`src/pkg/fcl_cfg.svh`:
```
/*
 * Constants of the frequency command limiter: register offsets, reset
 * values, setting ranges and special codes.
 * Assumes frequencies in 0.1 Hz steps and voltages in 1 V steps.
 */
`ifndef FCL_CFG_SVH
`define FCL_CFG_SVH

// ---------------------------------------------------------------
// bus widths
// ---------------------------------------------------------------
`define FCL_AW 4
`define FCL_DW 16

// ---------------------------------------------------------------
// register offsets
// ---------------------------------------------------------------
`define FCL_OFS_UPPER  4'h0
`define FCL_OFS_LOWER  4'h1
`define FCL_OFS_HSUP   4'h2
`define FCL_OFS_STARTF 4'h3
`define FCL_OFS_JOGF   4'h4
`define FCL_OFS_JUMP0  4'h5
`define FCL_OFS_JUMP5  4'hA
`define FCL_OFS_BASEF  4'hB
`define FCL_OFS_BASEV  4'hC
`define FCL_OFS_BASE2  4'hD
`define FCL_OFS_EXTSEL 4'hE
`define FCL_OFS_STATUS 4'hF

// ---------------------------------------------------------------
// reset values
// ---------------------------------------------------------------
`define FCL_RST_CEIL   16'h04B0
`define FCL_RST_LOWER  16'h0000
`define FCL_RST_STARTF 16'h0005
`define FCL_RST_JOGF   16'h0032
`define FCL_RST_JUMP   16'h270F
`define FCL_RST_BASEF  16'h01F4
`define FCL_RST_BASEV  16'h22B8
`define FCL_RST_BASE2  16'h270F
`define FCL_RST_EXTSEL 16'h0000
`define FCL_ZERO       16'h0000

// ---------------------------------------------------------------
// ranges and codes
// ---------------------------------------------------------------
`define FCL_F120      16'h04B0
`define FCL_F400      16'h0FA0
`define FCL_V1000     16'h03E8
`define FCL_CODE_OFF  16'h270F
`define FCL_CODE_V95  16'h22B8
`define FCL_CODE_VSUP 16'h270F
`define FCL_PCT95     7'h5F
`define FCL_PCT100    7'h64
`define FCL_NBAND     3

`endif

```
`src/pkg/fcl_pkg.sv`:
```
/*
 * Types of the frequency command limiter.
 * Assumes fcl_cfg.svh is included before this package.
 */
`include "fcl_cfg.svh"
package fcl_pkg;

  typedef logic [`FCL_DW-1:0] fcl_word_t;

  typedef struct packed {
    fcl_word_t            ceil;
    fcl_word_t            lower;
    fcl_word_t            start_f;
    fcl_word_t            jog_f;
    logic [5:0][`FCL_DW-1:0] jump;
    fcl_word_t            base_f;
    fcl_word_t            base_v;
    fcl_word_t            base2;
    fcl_word_t            ext_sel;
    logic [1:0]           sec_sync;
    fcl_word_t            freq_out;
    fcl_word_t            base_out;
    fcl_word_t            vmax_out;
    fcl_word_t            rdata;
  } fcl_state_t;

endpackage

```
`src/design/fcl_jump_band.sv`:
```
/*
 * One jump band: tells whether a frequency lies in the band formed
 * by its A and B settings, and gives the A value as jump point.
 * Assumes settings in 0.1 Hz steps, code 9999 switching it off.
 */
`timescale 1ns/1ps
`include "fcl_cfg.svh"
module fcl_jump_band (
  input  wire logic [`FCL_DW-1:0] a_set,
  input  wire logic [`FCL_DW-1:0] b_set,
  input  wire logic [`FCL_DW-1:0] freq,
  output logic                    hit,
  output logic [`FCL_DW-1:0]      point
);
  logic [`FCL_DW-1:0] lo;
  logic [`FCL_DW-1:0] hi;
  logic               live;

  // a below b: jump at band start; a above b: jump at band end
  assign lo    = (a_set < b_set) ? a_set : b_set;
  assign hi    = (a_set < b_set) ? b_set : a_set;
  assign live  = (a_set != `FCL_CODE_OFF) && (b_set != `FCL_CODE_OFF);
  assign hit   = live && (freq >= lo) && (freq <= hi);
  assign point = a_set;
endmodule

```
`src/design/fcl_limiter.sv`:
```
/*
 * Frequency command limiter: clamps the frequency command, skips up
 * to three jump bands and holds the base frequency and voltage
 * settings of the V/f pattern, all behind a plain register port.
 * Assumes command, ramp and supply inputs on CLK_SYS; the second
 * function input is a pin and is synchronised here.
 */
// Decided for this implementation: the plain strobed port and the address map.
// How it works
// output clamped to the upper limit; limit 0..120 Hz, reset 120 Hz
// separate high speed upper limit taking 120..400 Hz
// writing either upper limit sets both to one shared ceiling
// lower limit 0..120 Hz, reset 0 Hz
// output never below lower limit even for lower commands, unless jogging at or below it or the ceiling is set below the lower limit
// start alone runs at lower limit when above starting frequency
// jog at or below lower limit bypasses the lower clamp
// six jump settings 0..400 Hz or 9999 off, reset 9999
// three bands from pairs 1A/1B, 2A/2B, 3A/3B
// steady command inside a band runs at its A value
// A may be the lower or upper edge of its band
// while ramping, band frequencies pass through unchanged
// jump settings writable only while access selection is 0
// base frequency 0..400 Hz, reset 50 Hz
// base voltage 0..1000 V, 8888 is 95% supply, 9999 is supply
// second function input selects second base frequency unless 9999
// analog input above 50 Hz needs gain frequency raised outside
// second function input assigned by function code 3 outside
// maximum output voltage capped at base voltage, never above supply
// jump substitution first, then lower and upper clamps
`timescale 1ns/1ps
`include "fcl_cfg.svh"
module fcl_limiter (
  input  wire logic              CLK_SYS,
  input  wire logic              SRST,
  input  wire logic              CE,
  input  wire logic [`FCL_AW-1:0] ADDR,
  input  wire logic [`FCL_DW-1:0] WDATA,
  input  wire logic              WR,
  input  wire logic              RD,
  output logic      [`FCL_DW-1:0] RDATA,
  input  wire logic [`FCL_DW-1:0] CMD_FREQ,
  input  wire logic              CMD_VALID,
  input  wire logic              START,
  input  wire logic              JOG,
  input  wire logic              RAMPING,
  input  wire logic              SECOND_FUNC,
  input  wire logic [`FCL_DW-1:0] SUPPLY_VOLT,
  output logic      [`FCL_DW-1:0] FREQ_OUT,
  output logic      [`FCL_DW-1:0] BASE_FREQ,
  output logic      [`FCL_DW-1:0] VMAX
);

  // ---------------------------------------------------------------
  // state
  // ---------------------------------------------------------------
  fcl_pkg::fcl_state_t st_reg;
  fcl_pkg::fcl_state_t st_next;

  logic [`FCL_NBAND-1:0]         band_hit;
  logic [`FCL_NBAND-1:0][`FCL_DW-1:0] band_pt;
  logic [`FCL_DW-1:0]            src_f;
  logic [`FCL_DW-1:0]            skip_f;
  logic [`FCL_DW-1:0]            clamp_f;
  logic                          jog_low;
  logic                          idle_run;
  logic                          wr_jump;
  logic [2:0]                    jump_idx;
  logic [22:0]                   v95_wide;
  logic [`FCL_DW-1:0]            v95;
  logic [`FCL_DW-1:0]            vmax_f;
  logic [`FCL_DW-1:0]            rd_f;

  // ---------------------------------------------------------------
  // jump bands
  // ---------------------------------------------------------------
  genvar g;
  generate
    for (g = 0; g < `FCL_NBAND; g = g + 1) begin : g_band
      fcl_jump_band u_band (
        .a_set (st_reg.jump[2*g]),
        .b_set (st_reg.jump[2*g+1]),
        .freq  (src_f),
        .hit   (band_hit[g]),
        .point (band_pt[g])
      );
    end
  endgenerate

  // ---------------------------------------------------------------
  // command path
  // ---------------------------------------------------------------
  assign jog_low  = JOG && (st_reg.jog_f <= st_reg.lower);
  assign idle_run = START && (st_reg.lower > st_reg.start_f);

  always_comb begin
    // command source: jog, then the command, then start alone
    if (JOG) begin
      src_f = st_reg.jog_f;
    end else if (CMD_VALID) begin
      src_f = CMD_FREQ;
    end else if (idle_run) begin
      src_f = st_reg.lower;
    end else begin
      src_f = `FCL_ZERO;
    end

    // steady command only; the ramp sweeps straight through
    skip_f = src_f;
    if (!RAMPING) begin
      if (band_hit[0]) begin
        skip_f = band_pt[0];
      end else if (band_hit[1]) begin
        skip_f = band_pt[1];
      end else if (band_hit[2]) begin
        skip_f = band_pt[2];
      end
    end

    // lower clamp first so a crossed pair of limits leaves ceiling
    clamp_f = skip_f;
    if (!jog_low && (clamp_f < st_reg.lower)) begin
      clamp_f = st_reg.lower;
    end
    if (clamp_f > st_reg.ceil) begin
      clamp_f = st_reg.ceil;
    end
  end

  // ---------------------------------------------------------------
  // voltage ceiling
  // ---------------------------------------------------------------
  // widen before the product: 1000 V times 95 overflows 16 bits
  assign v95_wide = (23'(SUPPLY_VOLT) * 23'(`FCL_PCT95)) /
                    23'(`FCL_PCT100);
  assign v95      = v95_wide[`FCL_DW-1:0];

  always_comb begin
    if (st_reg.base_v == `FCL_CODE_V95) begin
      vmax_f = v95;
    end else if (st_reg.base_v == `FCL_CODE_VSUP) begin
      vmax_f = SUPPLY_VOLT;
    end else if (st_reg.base_v < SUPPLY_VOLT) begin
      vmax_f = st_reg.base_v;
    end else begin
      vmax_f = SUPPLY_VOLT;
    end
  end

  // ---------------------------------------------------------------
  // register read mux
  // ---------------------------------------------------------------
  assign wr_jump  = (ADDR >= `FCL_OFS_JUMP0) && (ADDR <= `FCL_OFS_JUMP5);
  assign jump_idx = 3'(ADDR - `FCL_OFS_JUMP0);

  always_comb begin
    case (ADDR)
      `FCL_OFS_UPPER:  rd_f = st_reg.ceil;
      `FCL_OFS_HSUP:   rd_f = st_reg.ceil;
      `FCL_OFS_LOWER:  rd_f = st_reg.lower;
      `FCL_OFS_STARTF: rd_f = st_reg.start_f;
      `FCL_OFS_JOGF:   rd_f = st_reg.jog_f;
      `FCL_OFS_BASEF:  rd_f = st_reg.base_f;
      `FCL_OFS_BASEV:  rd_f = st_reg.base_v;
      `FCL_OFS_BASE2:  rd_f = st_reg.base2;
      `FCL_OFS_EXTSEL: rd_f = st_reg.ext_sel;
      `FCL_OFS_STATUS: rd_f = st_reg.freq_out;
      default: begin
        rd_f = wr_jump ? st_reg.jump[jump_idx] : `FCL_ZERO;
      end
    endcase
  end

  // ---------------------------------------------------------------
  // next state
  // ---------------------------------------------------------------
  always_comb begin
    st_next = st_reg;
    // pin input: two stages before anything reads it
    st_next.sec_sync = {st_reg.sec_sync[0], SECOND_FUNC};
    st_next.freq_out = clamp_f;
    st_next.vmax_out = vmax_f;
    // 9999 in the second setting leaves the normal base in use
    if (st_reg.sec_sync[1] && (st_reg.base2 != `FCL_CODE_OFF)) begin
      st_next.base_out = st_reg.base2;
    end else begin
      st_next.base_out = st_reg.base_f;
    end
    // read data stand only in the cycle after the strobe
    st_next.rdata = RD ? rd_f : `FCL_ZERO;

    // out-of-range writes are dropped, the old setting stays
    if (WR) begin
      case (ADDR)
        `FCL_OFS_UPPER: begin
          if (WDATA <= `FCL_F120) begin
            st_next.ceil = WDATA;
          end
        end
        `FCL_OFS_HSUP: begin
          if ((WDATA >= `FCL_F120) && (WDATA <= `FCL_F400)) begin
            st_next.ceil = WDATA;
          end
        end
        `FCL_OFS_LOWER: begin
          if (WDATA <= `FCL_F120) begin
            st_next.lower = WDATA;
          end
        end
        `FCL_OFS_STARTF: begin
          if (WDATA <= `FCL_F400) begin
            st_next.start_f = WDATA;
          end
        end
        `FCL_OFS_JOGF: begin
          if (WDATA <= `FCL_F400) begin
            st_next.jog_f = WDATA;
          end
        end
        `FCL_OFS_BASEF: begin
          if (WDATA <= `FCL_F400) begin
            st_next.base_f = WDATA;
          end
        end
        `FCL_OFS_BASEV: begin
          if ((WDATA <= `FCL_V1000) || (WDATA == `FCL_CODE_V95) ||
              (WDATA == `FCL_CODE_VSUP)) begin
            st_next.base_v = WDATA;
          end
        end
        `FCL_OFS_BASE2: begin
          if ((WDATA <= `FCL_F400) || (WDATA == `FCL_CODE_OFF)) begin
            st_next.base2 = WDATA;
          end
        end
        `FCL_OFS_EXTSEL: begin
          st_next.ext_sel = WDATA;
        end
        default: begin
          // locked while extended access is selected
          if (wr_jump && (st_reg.ext_sel == `FCL_ZERO) &&
              ((WDATA <= `FCL_F400) || (WDATA == `FCL_CODE_OFF))) begin
            st_next.jump[jump_idx] = WDATA;
          end
        end
      endcase
    end
  end

  // ---------------------------------------------------------------
  // registers
  // ---------------------------------------------------------------
  always_ff @(posedge CLK_SYS) begin
    if (SRST) begin
      st_reg.ceil     <= `FCL_RST_CEIL;
      st_reg.lower    <= `FCL_RST_LOWER;
      st_reg.start_f  <= `FCL_RST_STARTF;
      st_reg.jog_f    <= `FCL_RST_JOGF;
      st_reg.jump     <= {6{`FCL_RST_JUMP}};
      st_reg.base_f   <= `FCL_RST_BASEF;
      st_reg.base_v   <= `FCL_RST_BASEV;
      st_reg.base2    <= `FCL_RST_BASE2;
      st_reg.ext_sel  <= `FCL_RST_EXTSEL;
      st_reg.sec_sync <= 2'h0;
      st_reg.freq_out <= `FCL_ZERO;
      st_reg.base_out <= `FCL_RST_BASEF;
      st_reg.vmax_out <= `FCL_ZERO;
      st_reg.rdata    <= `FCL_ZERO;
    end else if (CE) begin
      st_reg <= st_next;
    end
  end

  assign RDATA     = st_reg.rdata;
  assign FREQ_OUT  = st_reg.freq_out;
  assign BASE_FREQ = st_reg.base_out;
  assign VMAX      = st_reg.vmax_out;
endmodule

```
`config.mk`:
```
export PLATFORM = sky130hd
export DESIGN_NAME = fcl_limiter
export DESIGN_NICKNAME = d
export VERILOG_FILES = /design/src/pkg/fcl_pkg.sv /design/src/design/fcl_jump_band.sv /design/src/design/fcl_limiter.sv
export VERILOG_INCLUDE_DIRS = /design/src /design/src/pkg
export SDC_FILE = /design/constraint.sdc
export NUM_CORES = 1
export LEC_CHECK = 0
export CORE_MARGIN = 2
export CORE_UTILIZATION = 63
export DETAILED_ROUTE_END_ITERATION = 7
export DONT_BUFFER_PORTS = 1
export PLACE_DENSITY = 0.79
export REMOVE_ABC_BUFFERS = 1
export SLEW_MARGIN = 30
export SYNTH_ARGS = -nofsm -noshare
export SYNTH_HDL_FRONTEND = slang
export SYNTH_SLANG_ARGS = --single-unit
```
`constraint.sdc`:
```
create_clock -name CLK_SYS -period 16.8 [get_ports CLK_SYS]
set_input_delay 2.52 -clock CLK_SYS [delete_from_list [all_inputs] [get_ports CLK_SYS]]
set_output_delay 2.52 -clock CLK_SYS [all_outputs]
set_load 0.005 [all_outputs]
```
# --- Word-level counts from Yosys, hierarchy flattened ---
# Cells that the tools add are included.
totals:
  out_inout_bits: 64
  reg_bits: 290
  in_bits: 62
op_classes:
  div: 1
  eq_ne: 22
  addsub: 1
  magnitude_cmp: 22
  bitwise_logic: 1
  mul: 1
  reduce_logical: 36
  muxes: 30
ops:
  columns: ["operator", "n"]
  rows:
  - ["$mux 16", 25]
  - ["$pmux 16 s9", 1]
  - ["$ne 16x14->1 const B", 7]
  - ["$bwmux 96", 1]
  - ["$lt 16x16->1", 5]
  - ["$eq 16x14->1 const B", 4]
  - ["$le 16x16->1", 4]
  - ["$bmux 16 s3", 1]
  - ["$demux 16 s3", 1]
  - ["$ge 16x16->1", 3]
  - ["$gt 16x16->1", 2]
  - ["$pmux 16 s2", 1]
  - ["$reduce_and 4->1", 7]
  - ["$div 23x7->23 const B", 1]
  - ["$mul 16x7->23 const B", 1]
  - ["$eq 4x4->1 const B", 5]
  - ["$logic_and 1x1->1", 18]
  - ["$ge 16x11->1 const B", 1]
  - ["$le 16x10->1 const B", 1]
  - ["$le 16x11->1 const B", 1]
  - ["$le 16x12->1 const B", 1]
  - ["$logic_not 16->1", 1]
  - ["$reduce_or 9->1", 1]
  - ["$eq 4x2->1 const B", 2]
  - ["16 further kinds", 19]

# --- Depth between registers and ports, before layout ---
depth:
  ltp_word: 17
  ltp_mapped: 81
  depth_no_buf: 76

# --- Cells and area by module ---
# Synthesis repeated with hierarchy kept, for this count alone.
hier_totals:
  cells_unflattened: 4117
  area_unflattened_um2: 31401.4
by_module_without_submodules:
  columns: ["mod", "n_inst", "area_each_um2", "cells_per_inst"]
  rows:
  - ["fcl_limiter", 1, 23162.2, 2878]
  - ["fcl_jump_band", 3, 2746.4, 413]

# --- Worst setup path before layout ---
# OpenSTA, ideal clock, no wires.
synth_timing:
  path_type: "input-to-reg"
  from: "input port SUPPLY_VOLT[13]"
  to: "register st_reg (netlist bit VMAX[0])"
  t_required_ps: 16672
  n_path_buf: 5
  cell_stages: 49
  path_slack_ps: 2730
  t_arrival_ps: 13942
  path_cell_list: "inv_1 -> fa_1 -> fa_1 -> fa_1 -> inv_1 -> fa_1 -> ha_1 -> buf_2 -> nand4_1 -> nor3_1 -> a32oi_1 -> and3b_1 -> clkbuf_1 -> or2_1 -> nor4_1 -> a2111oi_4 -> and3_1 -> or3_4 -> [13 not listed] -> o31ai_1 -> or2_0 -> clkbuf_1 -> o32ai_1 -> mux2i_1 -> o21ai_1 -> and2_1 -> a21oi_1 -> or2_2 -> buf_2 -> or3_1 -> and3_1 -> o221ai_1 -> nand3_2 -> a211oi_1 -> o22ai_1 -> a32oi_1 -> o31ai_1"
synth_via:
  elab_chain_len: 4
  elab_cells_between_ends: 6
synth_lines:
  columns: ["element", "line", "source"]
  rows:
  - ["start: declaration", "fcl_limiter.sv:47", "input wire logic [`FCL_DW-1:0] SUPPLY_VOLT,"]
  - ["parallel branches: the longest is 3 deep, another holds $mul 16x7->23", null, null]
  - ["$mux 16 *", "fcl_limiter.sv:138", "if (st_reg.base_v == `FCL_CODE_V95) begin"]
  - ["end signal: assignment", "fcl_limiter.sv:269", "st_reg <= st_next;"]
  - ["end: declaration", "fcl_limiter.sv:56", "fcl_pkg::fcl_state_t st_reg;"]
# Every way passes the cells marked *.
# A chain may end at the register's enable or synchronous reset.

# --- Final worst setup path ---
layout_timing:
  from: "input port SUPPLY_VOLT[2]"
  to: "register st_reg (netlist bit VMAX[0])"
# The elaborated chain is that of the path after synthesis.

==> results.py <==
metrics = {
    "logic_synthesis": {
        "synth-compound-area-share_pct": 23.5,
        "synth_fa_ha_area_share_pct": 16.8,
        "ys_seq_area_share_pct": 21.4,
        "synth_area_um2": 27100,
        "syn_area_per_cell_um2": 8.05,
        "synth_area_leader_cell": "dfxtp_1",
        "muxShareOfSynthArea_pct": 9.86,
        "netlist.area_leader.share_pct": 21.4,
        "synth_top_family_by_area": "compound AO/OA/AOI/OAI gates",
        "ys_ff_latch": 290,
        "synth_edf_count": 0,
        "synth_simple_gate_area_share_pct": 19.5,
        "async_reset_ff_share_pct": 0,
        "synth_ff_type": "dfxtp_1",
        "synth_warnings": 0,
        "ys_top_cells_by_area": "dfxtp_1, ha_1, mux2i_1",
        "synthCells": 3365,
        "yosys.cell_types.count": 119,
        "synthXorXnorAreaFrac_pct": 1.76,
    },
    "timing": {
        "worstMarginPinSlew_ns": 1.10,
        "slew_headroom_pct": 27.0,
        "setup_viol": 0,
        "finClkSkew_ns": 0.0303,
        "hold_viol": 0,
        "report.final.slew_viol_count": 0,
        "finalSetupTns_ns": 0,
        "post-route-min-period_ns": 15.59,
        "fmax_mhz": 64.1,
        "period_share_pct": 92.8,
        "rsz0062_at_grt": "false",
    },
    "worst_setup_path": {
        "cp.arrival_ns": 16.04,
        "required_ns": 17.25,
        "crit_type": "in2reg",
        "reg2reg_depth": 75,
        "critPathCaptureType": "flop",
        "crit_path_max_fanout": 13,
        "critPathMaxStageDelay_ns": 0.69,
        "crit_top_cell": "inv_1",
        "start_kind": "input pin",
        "critical_path.slowest_cell": "a2111oi_0",
    },
    "clock_network": {
        "cts_hold_buf": 0,
        "clkTransAtPathRegs_ns": 0.06,
        "tritoncts": "yes",
        "htree_num_levels": 2,
        "cts_sinks": 290,
        "cts_root_buf": "clkbuf_16",
        "cts_buffers": 35,
        "cts_buffer_depth": 3,
        "clock_latency_ns": 0.57,
    },
    "final_layout": {
        "fin_nets": 3589,
        "multi_input_area_um2": 19500,
        "postLayoutCellArea_um2": 28200,
        "fill_cells": 3534,
        "area_delta_synth_final_pct": 4.18,
        "seq_area_um2": 5810,
        "largest_register_ffs": 225,
        "drive_gt1_share_pct": 8.04,
    },
    "floorplan": {
        "die_h_um": 211,
        "die_w_um": 211,
        "die_area_um2": 44700,
        "core_area_um2": 42200,
        "rows": 75,
        "num_io_pins": 126,
        "start_util_pct": 64.2,
    },
    "global_route": {
        "grt_pass1_vias": 24500,
        "gr-total-overflow": 0,
        "grt_util_all_layers_pct": 38.9,
        "grt_pass1_wl_um": 138000,
        "antenna_found_initial": 6,
        "grt_max_degree": 273,
    },
    "detailed_routing": {
        "first_iter_violations": 3272,
        "ant_nets": 0,
        "firstDrtPassIters": 8,
        "routedWlPerCell_um": 23.5,
        "drc": 0,
        "wl_met2_um": 37900,
        "routed_wl_um": 88500,
        "routed.top_layer": "met5",
        "wl_met1_um": 37800,
        "vias": 25900,
        "dr_wl_met3_um": 8640,
        "drt-vias-per-instance": 6.89,
    },
    "worst_hold_path": {
        "hold_path_class": "reg2reg",
        "holdPathStages": 2,
    },
    "placement": {
        "gp_congestion": 1.01,
        "io_buffer_count": 0,
        "dp_hpwl_um": 65100,
        "place_area_um2": 27100,
    },
    "outcome": {
        "status": "completed",
    },
    "run": {
        "drv_cap": 0,
    },
}
per-layer routing:
layer  vias up  track usage, %
li1      11800               -
met4         2            18.1
met1     12600            54.2
met3       242            7.24
met2      1314            58.2
met5         -               0
worst max-delay path, delay by kind of cell:
family / cells / cell delay, ns
fa+ha+maj: 5 / 2.31
simple gates: 6 / 1.65
buf+inv: 4 / 0.26
xor+xnor: 3 / 0.98
compound gates: 28 / 8.30
placed cells by master (no fill, tap or decap), drive strengths merged, types with 35 or more instances in the layout:
cell type and instances:
nand4 52, buf 49, and2 38, nor2 304, inv 189, clkbuf 47, a21o 43, nor3 55
dfxtp 290, a22oi 61, nand2b 61, o211ai 35, ha 275, a211oi 38, nand3 72, mux2 49
nor2b 83, o21ai 180, fa 54, mux2i 190, a211o 83, nand2 283, a21oi 279
synth_stat cells, drive strengths merged (52+ instances only):
library cell,number
nor2,304
dfxtp,290
nand2,283
a21oi,279
ha,275
mux2i,190
inv,186
o21ai,180
clkbuf,153
buf,100
a211o,83
nor2b,83
nand3,72
a22oi,61
nand2b,61
nor3,55
fa,54
nand4,52
logic make-up after synthesis:
logic type               after synthesis
buffers and inverters                439
flip-flops                           290
XOR/XNOR                              51
AO/OA/AOI/OAI                        925
adder cells (fa/ha/maj)              333
multiplexers                         248
AND/OR/NAND/NOR                     1079
stage by stage:
step	hold WS (ns)	setup WS, ns	cells	util, %
3_3_place_gp	0.454	1.10	3700	64.1
4_1_cts	0.472	1.30	3759	66.8
2_1_floorplan	0.440	1.95	3112	-
5_1_grt	0.495	0.0477	3764	66.8
6_report	0.473	1.21	3764	66.8
3_5_place_dp	0.462	0.718	3700	64.1
what timing repair did:
item,CTS,global route
gates resized for setup,0,1
endpoints found under the setup margin,0,1
hold endpoints to repair,0,0
setup buffers,0,0
cell type report:
| type | count | area share, % |
|---|---|---|
| well taps | 539 | 2.39 |
| inverters | 186 | 2.48 |
| diodes | 5 | 0.0443 |
| clock buffers | 47 | 3.48 |
| repair buffers | 49 | 1.30 |
| clock inverters | 12 | 0.501 |
| multi-input cells | 2636 | 69.2 |
| flip-flops and latches | 290 | 20.6 |
path summary, 6_finish.rpt:
check	slack, ns	start	endpoint
max reg2reg	3.61	st_reg[163]	FREQ_OUT[8]
max	1.21	SUPPLY_VOLT[2]	VMAX[0]
min	0.47	st_reg[256]	st_reg[256]
min reg2reg	0.47	st_reg[256]	st_reg[256]
Power is left out: the tool's default activity adds up to more than one toggle a clock period on the data nets, which glitch-free logic cannot reach.
